**src/verilog/period_match_timer8_params.svh**
```systemverilog
// Register map, field positions and reset values of the period-match timer.
`ifndef PERIOD_MATCH_TIMER8_PARAMS_SVH
`define PERIOD_MATCH_TIMER8_PARAMS_SVH
// ======================================================================
// Register offsets (byte addresses)
`define ADDR_COUNT 5'h00
`define ADDR_PERIOD 5'h04
`define ADDR_CONTROL 5'h08
`define ADDR_IRQ_STATUS 5'h0c
`define ADDR_IRQ_MASK 5'h10
// ======================================================================
// Control fields
`define CTL_PRE_LO 0
`define CTL_PRE_HI 1
`define CTL_RUN 2
`define CTL_POST_LO 3
`define CTL_POST_HI 6
`define CTL_WMASK 7'h7f
// ======================================================================
// Reset values and counts
`define COUNT_RST 8'h00
`define PERIOD_RST 8'hff
`define CONTROL_RST 8'h00
`define CYC_DIV 2'h3
`define PRE_DIV1 4'h0
`define PRE_DIV4 4'h3
`define PRE_DIV16 4'hf
`endif

```
**src/verilog/period_match_timer8_pkg.sv**
```systemverilog
// Types shared by the period-match timer files.
package period_match_timer8_pkg;
  typedef enum logic [1:0] {
    PRE_DIV1 = 2'b00,
    PRE_DIV4 = 2'b01,
    PRE_DIV16A = 2'b10,
    PRE_DIV16B = 2'b11
  } prescale_t;
endpackage

```
**src/verilog/period_match_timer8.sv**
```systemverilog
// Period-match timer with Wishbone registers and masked interrupt.
`timescale 1ns/10ps
`include "period_match_timer8_params.svh"
// Behaviour
// - Count and period are 8-bit registers, readable and writable anytime.
// - When enabled, count increments once per prescaled tick of clock/4.
// - Prescaler divides by 1, 4 or 16 per control bits 1:0.
// - Control bits 6:3 pick postscale ratio field plus one.
// - Control bit 2 runs the timer; clearing it stops ticks, new matches and the postscaler.
// - Count equal to period asserts the match output.
// - A match reloads count with zero and advances the postscaler.
// - Matches raise an interrupt through the postscaler.
// - Reset clears count and sets period to all ones.
// - Count write, control write and reset clear both scalers.
// - Writing control leaves the count unchanged.
// - Match output is offered as shift clock to the serial port.
// - Control bit 7 reads zero; implemented control bits reset to zero.
module period_match_timer8 (
  input wire logic clk_i,
  input wire logic rst_i,
  input wire logic wb_cyc_i,
  input wire logic wb_stb_i,
  input wire logic wb_we_i,
  input wire logic [4:0] wb_adr_i,
  input wire logic [3:0] wb_sel_i,
  input wire logic [31:0] wb_dat_i,
  output logic [31:0] wb_dat_o,
  output logic wb_ack_o,
  output logic wb_err_o,
  output logic match_o,
  output logic shift_clk_o,
  output logic irq_o
);
  logic [7:0] count_q, count_d;
  logic [7:0] period_q, period_d;
  logic [6:0] control_q, control_d;
  logic [3:0] post_q, post_d;
  logic status_q, status_d;
  logic mask_q, mask_d;
  logic match_q, match_d;
  logic shift_q, shift_d;
  logic irq_q, irq_d;
  logic ack_q, ack_d;
  logic err_q, err_d;
  logic [31:0] rdat_q, rdat_d;
  logic req, wr, lane0;
  logic hit_count, hit_period, hit_control, hit_status, hit_mask;
  logic scaler_clear, tick, run, equal, event_set;

  // ====================================================================
  // Bus decode
  always_comb begin
    req = wb_cyc_i && wb_stb_i && !ack_q && !err_q;
    // Writes commit at the edge where the master samples ack high.
    wr = wb_cyc_i && wb_stb_i && wb_we_i && ack_q;
    lane0 = wb_sel_i[0];
    hit_count = 1'b0;
    hit_period = 1'b0;
    hit_control = 1'b0;
    hit_status = 1'b0;
    hit_mask = 1'b0;
    if (wb_adr_i == `ADDR_COUNT) begin
      hit_count = 1'b1;
    end else if (wb_adr_i == `ADDR_PERIOD) begin
      hit_period = 1'b1;
    end else if (wb_adr_i == `ADDR_CONTROL) begin
      hit_control = 1'b1;
    end else if (wb_adr_i == `ADDR_IRQ_STATUS) begin
      hit_status = 1'b1;
    end else if (wb_adr_i == `ADDR_IRQ_MASK) begin
      hit_mask = 1'b1;
    end
  end

  // A write without byte lane 0 still counts as an access for the
  // scaler clear, since software touched the register.
  assign scaler_clear = wr && (hit_count || hit_control);
  assign run = control_q[`CTL_RUN];

  tick_divider u_div (
    .clk_i(clk_i),
    .rst_i(rst_i),
    .clear_i(scaler_clear),
    .run_i(run),
    .prescale_select_i(control_q[`CTL_PRE_HI:`CTL_PRE_LO]),
    .tick_o(tick)
  );

  // ====================================================================
  // Timer core
  always_comb begin
    // Comparison runs each cycle, but a stopped timer raises no match.
    // The count stays at the period during the match cycle, so a match
    // blocks the next one; a period of zero matches every second cycle.
    equal = run && !match_q && (count_q == period_q);
    match_d = equal;
    shift_d = equal;
    count_d = count_q;
    post_d = post_q;
    event_set = 1'b0;
    if (match_q) begin
      count_d = `COUNT_RST;
    end else if (tick) begin
      count_d = count_q + 8'h01;
    end
    if (match_q && run && !scaler_clear) begin
      if (post_q == control_q[`CTL_POST_HI:`CTL_POST_LO]) begin
        post_d = 4'h0;
        event_set = 1'b1;
      end else begin
        post_d = post_q + 4'h1;
      end
    end
    if (scaler_clear) begin
      post_d = 4'h0;
    end
    if (wr && hit_count && lane0) begin
      count_d = wb_dat_i[7:0];
    end
  end

  // ====================================================================
  // Registers and interrupt
  always_comb begin
    period_d = period_q;
    control_d = control_q;
    mask_d = mask_q;
    status_d = status_q;
    if (wr && hit_period && lane0) begin
      period_d = wb_dat_i[7:0];
    end
    if (wr && hit_control && lane0) begin
      control_d = wb_dat_i[6:0] & `CTL_WMASK;
    end
    if (wr && hit_mask && lane0) begin
      mask_d = wb_dat_i[0];
    end
    if (wr && hit_status && lane0 && wb_dat_i[0]) begin
      status_d = 1'b0;
    end
    if (event_set) begin
      status_d = 1'b1;
    end
    irq_d = status_d && mask_d;
    ack_d = 1'b0;
    err_d = 1'b0;
    rdat_d = 32'h0;
    if (req) begin
      if (hit_count || hit_period || hit_control || hit_status || hit_mask) begin
        ack_d = 1'b1;
      end else begin
        err_d = 1'b1;
      end
      if (hit_count) begin
        rdat_d = {24'h0, count_q};
      end else if (hit_period) begin
        rdat_d = {24'h0, period_q};
      end else if (hit_control) begin
        rdat_d = {25'h0, control_q};
      end else if (hit_status) begin
        rdat_d = {31'h0, status_q};
      end else if (hit_mask) begin
        rdat_d = {31'h0, mask_q};
      end
    end
  end

  always_ff @(posedge clk_i) begin
    if (rst_i) begin
      count_q <= `COUNT_RST;
      period_q <= `PERIOD_RST;
      control_q <= 7'(`CONTROL_RST);
      post_q <= 4'h0;
      status_q <= 1'b0;
      mask_q <= 1'b0;
      match_q <= 1'b0;
      shift_q <= 1'b0;
      irq_q <= 1'b0;
      ack_q <= 1'b0;
      err_q <= 1'b0;
      rdat_q <= 32'h0;
    end else begin
      count_q <= count_d;
      period_q <= period_d;
      control_q <= control_d;
      post_q <= post_d;
      status_q <= status_d;
      mask_q <= mask_d;
      match_q <= match_d;
      shift_q <= shift_d;
      irq_q <= irq_d;
      ack_q <= ack_d;
      err_q <= err_d;
      rdat_q <= rdat_d;
    end
  end

  assign wb_dat_o = rdat_q;
  assign wb_ack_o = ack_q;
  assign wb_err_o = err_q;
  assign match_o = match_q;
  assign shift_clk_o = shift_q;
  assign irq_o = irq_q;

  // ====================================================================
  // Checks
  property p_match_reload;
    @(posedge clk_i) disable iff (rst_i)
      match_q && !(wr && hit_count) |=> count_q == 8'h00;
  endproperty
  a_match_reload: assert property (p_match_reload)
    else $error("count not reloaded after match");

  property p_match_cause;
    @(posedge clk_i) disable iff (rst_i)
      match_q |-> $past(run) && $past(count_q) == $past(period_q);
  endproperty
  a_match_cause: assert property (p_match_cause)
    else $error("match without equality");

  property p_stopped_hold;
    @(posedge clk_i) disable iff (rst_i)
      !run && !match_q && !(wr && hit_count) |=> $stable(count_q);
  endproperty
  a_stopped_hold: assert property (p_stopped_hold)
    else $error("count moved while stopped");

  property p_ctl_keeps_count;
    @(posedge clk_i) disable iff (rst_i)
      wr && hit_control && !match_q && !tick |=> $stable(count_q);
  endproperty
  a_ctl_keeps_count: assert property (p_ctl_keeps_count)
    else $error("control write changed count");

  property p_scaler_clear;
    @(posedge clk_i) disable iff (rst_i)
      scaler_clear |=> post_q == 4'h0;
  endproperty
  a_scaler_clear: assert property (p_scaler_clear)
    else $error("postscaler not cleared");

  property p_flag_source;
    @(posedge clk_i) disable iff (rst_i)
      $rose(status_q) |-> $past(match_q) && $past(post_q) ==
        $past(control_q[`CTL_POST_HI:`CTL_POST_LO]);
  endproperty
  a_flag_source: assert property (p_flag_source)
    else $error("flag set without postscale completion");

  property p_irq_level;
    @(posedge clk_i) disable iff (rst_i)
      irq_q == (status_q && mask_q);
  endproperty
  a_irq_level: assert property (p_irq_level)
    else $error("irq not following status and mask");

  property p_bit7_zero;
    @(posedge clk_i) disable iff (rst_i)
      ack_q && $past(hit_control) |-> wb_dat_o[31:7] == 25'h0;
  endproperty
  a_bit7_zero: assert property (p_bit7_zero)
    else $error("control upper bits not zero");

  property p_shift_is_match;
    @(posedge clk_i) disable iff (rst_i)
      shift_clk_o == match_o;
  endproperty
  a_shift_is_match: assert property (p_shift_is_match)
    else $error("shift clock differs from match");

  property p_match_single;
    @(posedge clk_i) disable iff (rst_i)
      match_q |=> !match_q;
  endproperty
  a_match_single: assert property (p_match_single)
    else $error("match lasted two cycles");

  property p_post_bound;
    @(posedge clk_i) disable iff (rst_i)
      post_q <= control_q[`CTL_POST_HI:`CTL_POST_LO];
  endproperty
  a_post_bound: assert property (p_post_bound)
    else $error("postscaler beyond selected ratio");

  property p_stopped_no_event;
    @(posedge clk_i) disable iff (rst_i)
      !run |-> !event_set;
  endproperty
  a_stopped_no_event: assert property (p_stopped_no_event)
    else $error("flag event while stopped");

  property p_count_step;
    @(posedge clk_i) disable iff (rst_i)
      tick && !match_q |=> count_q == $past(count_q) + 8'h01;
  endproperty
  a_count_step: assert property (p_count_step)
    else $error("count did not step on tick");

  property p_ack_pulse;
    @(posedge clk_i) disable iff (rst_i)
      wb_ack_o |=> !wb_ack_o;
  endproperty
  a_ack_pulse: assert property (p_ack_pulse)
    else $error("ack held longer than one cycle");
endmodule

```
**src/verilog/tick_divider.sv**
```systemverilog
// Prescaler stage: instruction-cycle divider and selectable 1/4/16 divider.
`timescale 1ns/10ps
`include "period_match_timer8_params.svh"
module tick_divider (
  input wire logic clk_i,
  input wire logic rst_i,
  input wire logic clear_i,
  input wire logic run_i,
  input wire logic [1:0] prescale_select_i,
  output logic tick_o
);
  logic [1:0] cyc_q, cyc_d;
  logic [3:0] pre_q, pre_d;
  logic [3:0] limit;
  logic cyc_en;
  period_match_timer8_pkg::prescale_t sel;

  // ====================================================================
  // Divider
  always_comb begin
    sel = period_match_timer8_pkg::prescale_t'(prescale_select_i);
    cyc_en = (cyc_q == `CYC_DIV);
    case (sel)
      period_match_timer8_pkg::PRE_DIV1: limit = `PRE_DIV1;
      period_match_timer8_pkg::PRE_DIV4: limit = `PRE_DIV4;
      default: limit = `PRE_DIV16;
    endcase
    cyc_d = cyc_q;
    pre_d = pre_q;
    tick_o = 1'b0;
    if (clear_i || !run_i) begin
      cyc_d = 2'h0;
      pre_d = 4'h0;
    end else begin
      cyc_d = cyc_q + 2'h1;
      if (cyc_en) begin
        if (pre_q >= limit) begin
          pre_d = 4'h0;
          tick_o = 1'b1;
        end else begin
          pre_d = pre_q + 4'h1;
        end
      end
    end
  end

  always_ff @(posedge clk_i) begin
    if (rst_i) begin
      cyc_q <= 2'h0;
      pre_q <= 4'h0;
    end else begin
      cyc_q <= cyc_d;
      pre_q <= pre_d;
    end
  end

  property p_tick_needs_run;
    @(posedge clk_i) disable iff (rst_i)
      tick_o |-> run_i && !clear_i;
  endproperty
  a_tick_needs_run: assert property (p_tick_needs_run)
    else $error("tick while stopped");

  property p_tick_spacing;
    @(posedge clk_i) disable iff (rst_i)
      tick_o |=> (!tick_o) [*3];
  endproperty
  a_tick_spacing: assert property (p_tick_spacing)
    else $error("ticks too close");
endmodule
```
**config.mk**
```make
export PLATFORM = sky130hd
export DESIGN_NAME = period_match_timer8
export DESIGN_NICKNAME = d
export VERILOG_FILES = /design/src/verilog/period_match_timer8_pkg.sv /design/src/verilog/period_match_timer8.sv /design/src/verilog/tick_divider.sv
export VERILOG_INCLUDE_DIRS = /design/src /design/src/verilog
export SDC_FILE = /design/constraint.sdc
export NUM_CORES = 1
export LEC_CHECK = 0
export BUFFER_PORTS_ARGS = -buffer_cell sky130_fd_sc_hd__buf_2
export CAP_MARGIN = 0
export CELL_PAD_IN_SITES_DETAIL_PLACEMENT = 0
export CELL_PAD_IN_SITES_GLOBAL_PLACEMENT = 1
export CORE_MARGIN = 1.5
export CORE_UTILIZATION = 33
export DETAILED_ROUTE_END_ITERATION = 10
export GPL_TIMING_DRIVEN = 0
export PLACE_DENSITY = 0.87
export SLEW_MARGIN = 30
export SYNTH_ARGS = -nofsm -noshare
export SYNTH_HDL_FRONTEND = slang
export SYNTH_SLANG_ARGS = --single-unit
```
**constraint.sdc**
```tcl
create_clock -name clk_i -period 1.7 [get_ports clk_i]
set_input_delay 0 -clock clk_i [delete_from_list [all_inputs] [get_ports clk_i]]
set_output_delay 0 -clock clk_i [all_outputs]
set_load 0.005 [all_outputs]
```
==> metrics.md <==
| Metric | Value |
|---|---|
| Final weighted congestion in routability-driven placement | `0.844` |
| Skew final | `0.00818 ns` |
| Average instance area after synthesis | `8.29 µm²` |
| Number of H-tree branching levels | `2` |
| Area enclosed by the die boundary | `8370 µm²` |
| Antenna viol nets, final | `0` |
| Clock transition at the registers of the reported paths | `0.10 ns` |
| P_sw | `512 µW` |
| Setup total negative slack | `-1.30 ns` |
| Startpoint types | `flip-flop` |
| P&R area growth vs syn | `28.6%` |
| Total routed wirelength | `6350 µm` |
| Die boundary width | `91.5 µm` |
| Number of clock sinks seen by CTS | `47` |
| Count of flip-flops with a built-in enable after synthesis | `0` |
| Latest clock arrival within the worst-skew pair | `0.31 ns` |
| DRC violations left | `0` |
| Peak VDD IR | `0.325 mV` |
| Pin count of the biggest net entering global routing | `17` |
| Total power | `1.99 mW` |
| Total I/O pin count | `83` |
| Share of the yosys chip area belonging to registers | `36.4%` |
| Fraction of layout cells with a size suffix above 1 | `26.3%` |
| Setup repair after global routing missed its margin | `yes` |
| Maximum Capacitance Violations | `0` |
| Total placed cells including tap cells | `467` |
| Finished layout cell area | `3320 µm²` |
| Area of the mapped netlist | `2580 µm²` |
| Top_reg_cell synth | `sky130_fd_sc_hd__dfxtp_1` |
| Area of the core | `7650 µm²` |
| Vias/cell | `4.78` |
| Leakage power of the design | `1.46 nW` |
| Cell internal power dissipation | `1.48 mW` |
| Vias in the first global route | `2132` |
| Count of final max-slew check failures | `0` |
| Fraction of power spent switching nets | `25.7%` |
| Highest clock frequency the design can meet | `526 MHz` |
| Routed length on met3 | `316 µm` |
| Post-synthesis register bit count | `47` |
| Max-Slew Margin vs Limit | `60.3%` |
| Sequential share of power | `55.5%` |
| Count of cell types in the netlist | `50` |
| Final Core Density | `43.5%` |
| Run status | `finished, violations left` |
| Worst Hold Margin | `0.0436 ns` |
| Crit path capture type | `flip-flop` |
| Total routing resource utilization after global routing | `15.3%` |
| Placement-stage worst setup slack | `-0.328 ns` |
| Die outline height | `91.5 µm` |
| Transition time at the pin with the least slew margin | `0.596 ns` |
| Crit-path max cell delay | `0.34 ns` |
| Power per standard cell area | `599 nW/µm²` |
| Antenna violations before repair | `0` |
| Endpoint arrival time on the critical path | `2.08 ns` |
| Wire length of the first global-routing pass | `10200 µm` |
| Num rows | `32` |
| Grt total ovfl | `0` |
| DR vias | `2357` |
| Drt first pass iters | `4` |
| Post-Route M1 WL | `2980 µm` |
| Portion of total power attributed to the clock network | `35.9%` |
| Number of buffers added by the clock tree synthesis step | `5` |
| Crit Path Class | `flip-flop to flip-flop` |
| Setup slack after layout | `-0.201 ns` |
| CTS tree | `done` |
| Final Hold Violating Endpoints | `0` |
| Worst Path Max Fanout | `5` |
| Violations in the final reports | `negative setup slack` |
| Total of warnings raised by yosys | `0` |
| Post-DP Area | `2980 µm²` |
| Shortest clock period the worst path allows after layout | `1.90 ns` |
| Number of setup violations in the final report | `8` |
| Root cell of the clock tree | `sky130_fd_sc_hd__clkbuf_8` |
| Number of nets in the layout | `444` |
| Crit path max-delay cell type | `sky130_fd_sc_hd__dfxtp_2` |
| CP cell instances | `or2_4 -> ha_4 -> nor2b_4 -> o21a_4 -> o31ai_4 -> buf_4 -> buf_6 -> a311oi_2` |
| Top Layer Used | `met4` |
| Met2 WL post-DR | `2940 µm` |
| Diode insertion count for antenna repair | `0` |
| Class of the most critical hold timing path | `primary input to flip-flop` |
| Half-perimeter wire length after placement | `4630 µm` |
| Number of port buffers | `30` |
| Avg WL per Cell | `12.9 µm` |
| Drt initial violations | `114` |
| Share of flip-flops with an asynchronous set or reset after synthesis | `0%` |
| Initial standard-cell utilization of the core | `33.8%` |
| Cells after synthesis | `312` |
| Clock Tree Buf Depth | `2` |
| Number of standard cells in the layout, taps in and fillers out | `493` |
| Combinational share of power | `8.7%` |
| Post-route clock period utilization | `112%` |
| Worst EP required | `1.88 ns` |
## final timing paths
check / to / slack, ns / cells after the start / start
setup / recovery: count_q[1]$_SDFFE_PP0P_ / -0.20 / 8 / control_q[1]$_SDFFE_PP0P_
hold / removal: wb_ack_o$_SDFF_PP0_ / 0.04 / 3 / wb_stb_i
setup reg to reg: count_q[1]$_SDFFE_PP0P_ / -0.20 / 8 / control_q[1]$_SDFFE_PP0P_
hold reg to reg: u_div.cyc_q[0]$_SDFF_PP0_ / 0.43 / 1 / u_div.cyc_q[0]$_SDFF_PP0_
## power groups by stage
stage | clock network (mW) | logic (mW) | registers, mW
global route | 0.777 | 0.189 | 1.10
finish | 0.714 | 0.172 | 1.10
detailed placement | 0 | 0.153 | 1.13
floorplan | 0 | 0.0980 | 1.13
CTS | 0.731 | 0.168 | 1.10
global placement | 0 | 0.153 | 1.13
## layout by cell type, fill, tap and decap left out, types with 2 or more instances in the layout
cell type,instances
sky130_fd_sc_hd__ha_1,7
sky130_fd_sc_hd__conb_1,24
sky130_fd_sc_hd__buf_4,34
sky130_fd_sc_hd__o21ai_0,7
sky130_fd_sc_hd__nor2_1,33
sky130_fd_sc_hd__and4_1,2
sky130_fd_sc_hd__inv_1,18
sky130_fd_sc_hd__o211ai_1,6
sky130_fd_sc_hd__dlygate4sd3_1,8
sky130_fd_sc_hd__xnor2_1,7
sky130_fd_sc_hd__a22oi_1,2
sky130_fd_sc_hd__nand3b_1,2
sky130_fd_sc_hd__nor4_1,2
sky130_fd_sc_hd__clkbuf_8,6
sky130_fd_sc_hd__buf_6,2
sky130_fd_sc_hd__dfxtp_2,2
sky130_fd_sc_hd__clkbuf_1,9
sky130_fd_sc_hd__nor2b_1,4
sky130_fd_sc_hd__xor2_1,13
sky130_fd_sc_hd__nor3_2,3
sky130_fd_sc_hd__a211o_1,3
sky130_fd_sc_hd__nand2_1,21
sky130_fd_sc_hd__nor2b_4,2
sky130_fd_sc_hd__buf_2,33
sky130_fd_sc_hd__dfxtp_1,45
sky130_fd_sc_hd__nor2_2,2
sky130_fd_sc_hd__a31oi_1,2
sky130_fd_sc_hd__mux2i_1,10
sky130_fd_sc_hd__o41ai_1,2
sky130_fd_sc_hd__a21oi_1,21
sky130_fd_sc_hd__o211ai_2,2
sky130_fd_sc_hd__nor3_1,6
sky130_fd_sc_hd__a211oi_1,4
sky130_fd_sc_hd__nand3_1,10
sky130_fd_sc_hd__clkinv_4,2
sky130_fd_sc_hd__nand4_1,4
## layer usage
layer	up-vias	track usage, %
li1	1191	-
met1	1087	20.7
met2	68	24.8
met3	11	2.85
met4	0	4.04
met5	-	0
## layout make-up
class                      count  area (µm²)
multi-input combinational    231        1520
tap                          102         128
sequential                    47         943
fill                         754        4320
buffer                        39         262
clock inverter                 3        25.0
clock buffer                   5        68.8
timing repair buffer          48         309
inverter                      18        67.6
## cells in the mapped netlist, types with 2 or more instances
master                     instances  share of area [%]
sky130_fd_sc_hd__or4_1             2               0.58
sky130_fd_sc_hd__o31ai_1           2               0.58
sky130_fd_sc_hd__o41ai_1           2               0.68
sky130_fd_sc_hd__nand3b_1          2               0.58
sky130_fd_sc_hd__nand4_1           4               0.97
sky130_fd_sc_hd__o211ai_2          2               0.97
sky130_fd_sc_hd__nor3_1            9                1.7
sky130_fd_sc_hd__o21ai_0           9                1.7
sky130_fd_sc_hd__or2_2             2               0.48
sky130_fd_sc_hd__dfxtp_1          47                 36
sky130_fd_sc_hd__nor2_1           35                5.1
sky130_fd_sc_hd__o211ai_1          6                1.7
sky130_fd_sc_hd__a21oi_1          22                4.3
sky130_fd_sc_hd__mux2i_1          10                3.9
sky130_fd_sc_hd__inv_1            18                2.6
sky130_fd_sc_hd__xnor2_1           7                2.4
sky130_fd_sc_hd__a31oi_1           2               0.48
sky130_fd_sc_hd__a22oi_1           2               0.58
sky130_fd_sc_hd__and4_1            2               0.68
sky130_fd_sc_hd__nor2b_1           6                1.5
sky130_fd_sc_hd__a211oi_1          4                1.2
sky130_fd_sc_hd__a211o_1           3                1.0
sky130_fd_sc_hd__xor2_1           13                4.4
sky130_fd_sc_hd__buf_2             3               0.58
sky130_fd_sc_hd__buf_4            26                7.6
sky130_fd_sc_hd__nand3_1          10                1.9
sky130_fd_sc_hd__nor4_1            2               0.48
sky130_fd_sc_hd__ha_1              8                3.9
sky130_fd_sc_hd__clkbuf_1         10                1.5
sky130_fd_sc_hd__nand2_1          22                3.2
## worst max-delay path, delay by kind of cell, from the launching register on
kind                     cells  cell delay (ns)
AND/OR/NAND/NOR              2             0.30
AO/OA/AOI/OAI                3             0.57
flip-flops                   1             0.34
adder cells (fa/ha/maj)      1             0.27
buffers and inverters        2             0.29
## flip-flops by register name, indices dropped and copies added, names as in the netlist
register     flops
control_q        7
count_q          8
irq_o            1
mask_q           1
period_q         8
post_q           4
shift_clk_o      1
status_q         1
u_div.cyc_q      2
u_div.pre_q      4
wb_ack_o         1
wb_dat_o         8
wb_err_o         1
## cell families (layout without fill, tap and decap cells)
logic type / Yosys count / in the layout / share of synthesized area (%)
and+or+nand+nor: 104 / 104 / 19.6
xor gates and xnor gates: 20 / 20 / 6.78
buffers and inverters: 57 / 113 / 12.2
other: 1 / 24 / 0.145
muxes: 10 / 10 / 3.87
AOI/OAI and AO/OA: 65 / 65 / 17.1
DFF: 47 / 47 / 36.4
adders and majority gates: 8 / 8 / 3.87
## timing repair
action                                  CTS  global route
hold buffers                              8             0
resized for setup                        11            16
hold endpoints to repair                 14             0
endpoints found under the setup margin   17            31
pin swaps                                 2             2
setup buffers                             7             2
cloned                                    1             0
No activity file was read; power rests on OpenSTA's default activity.
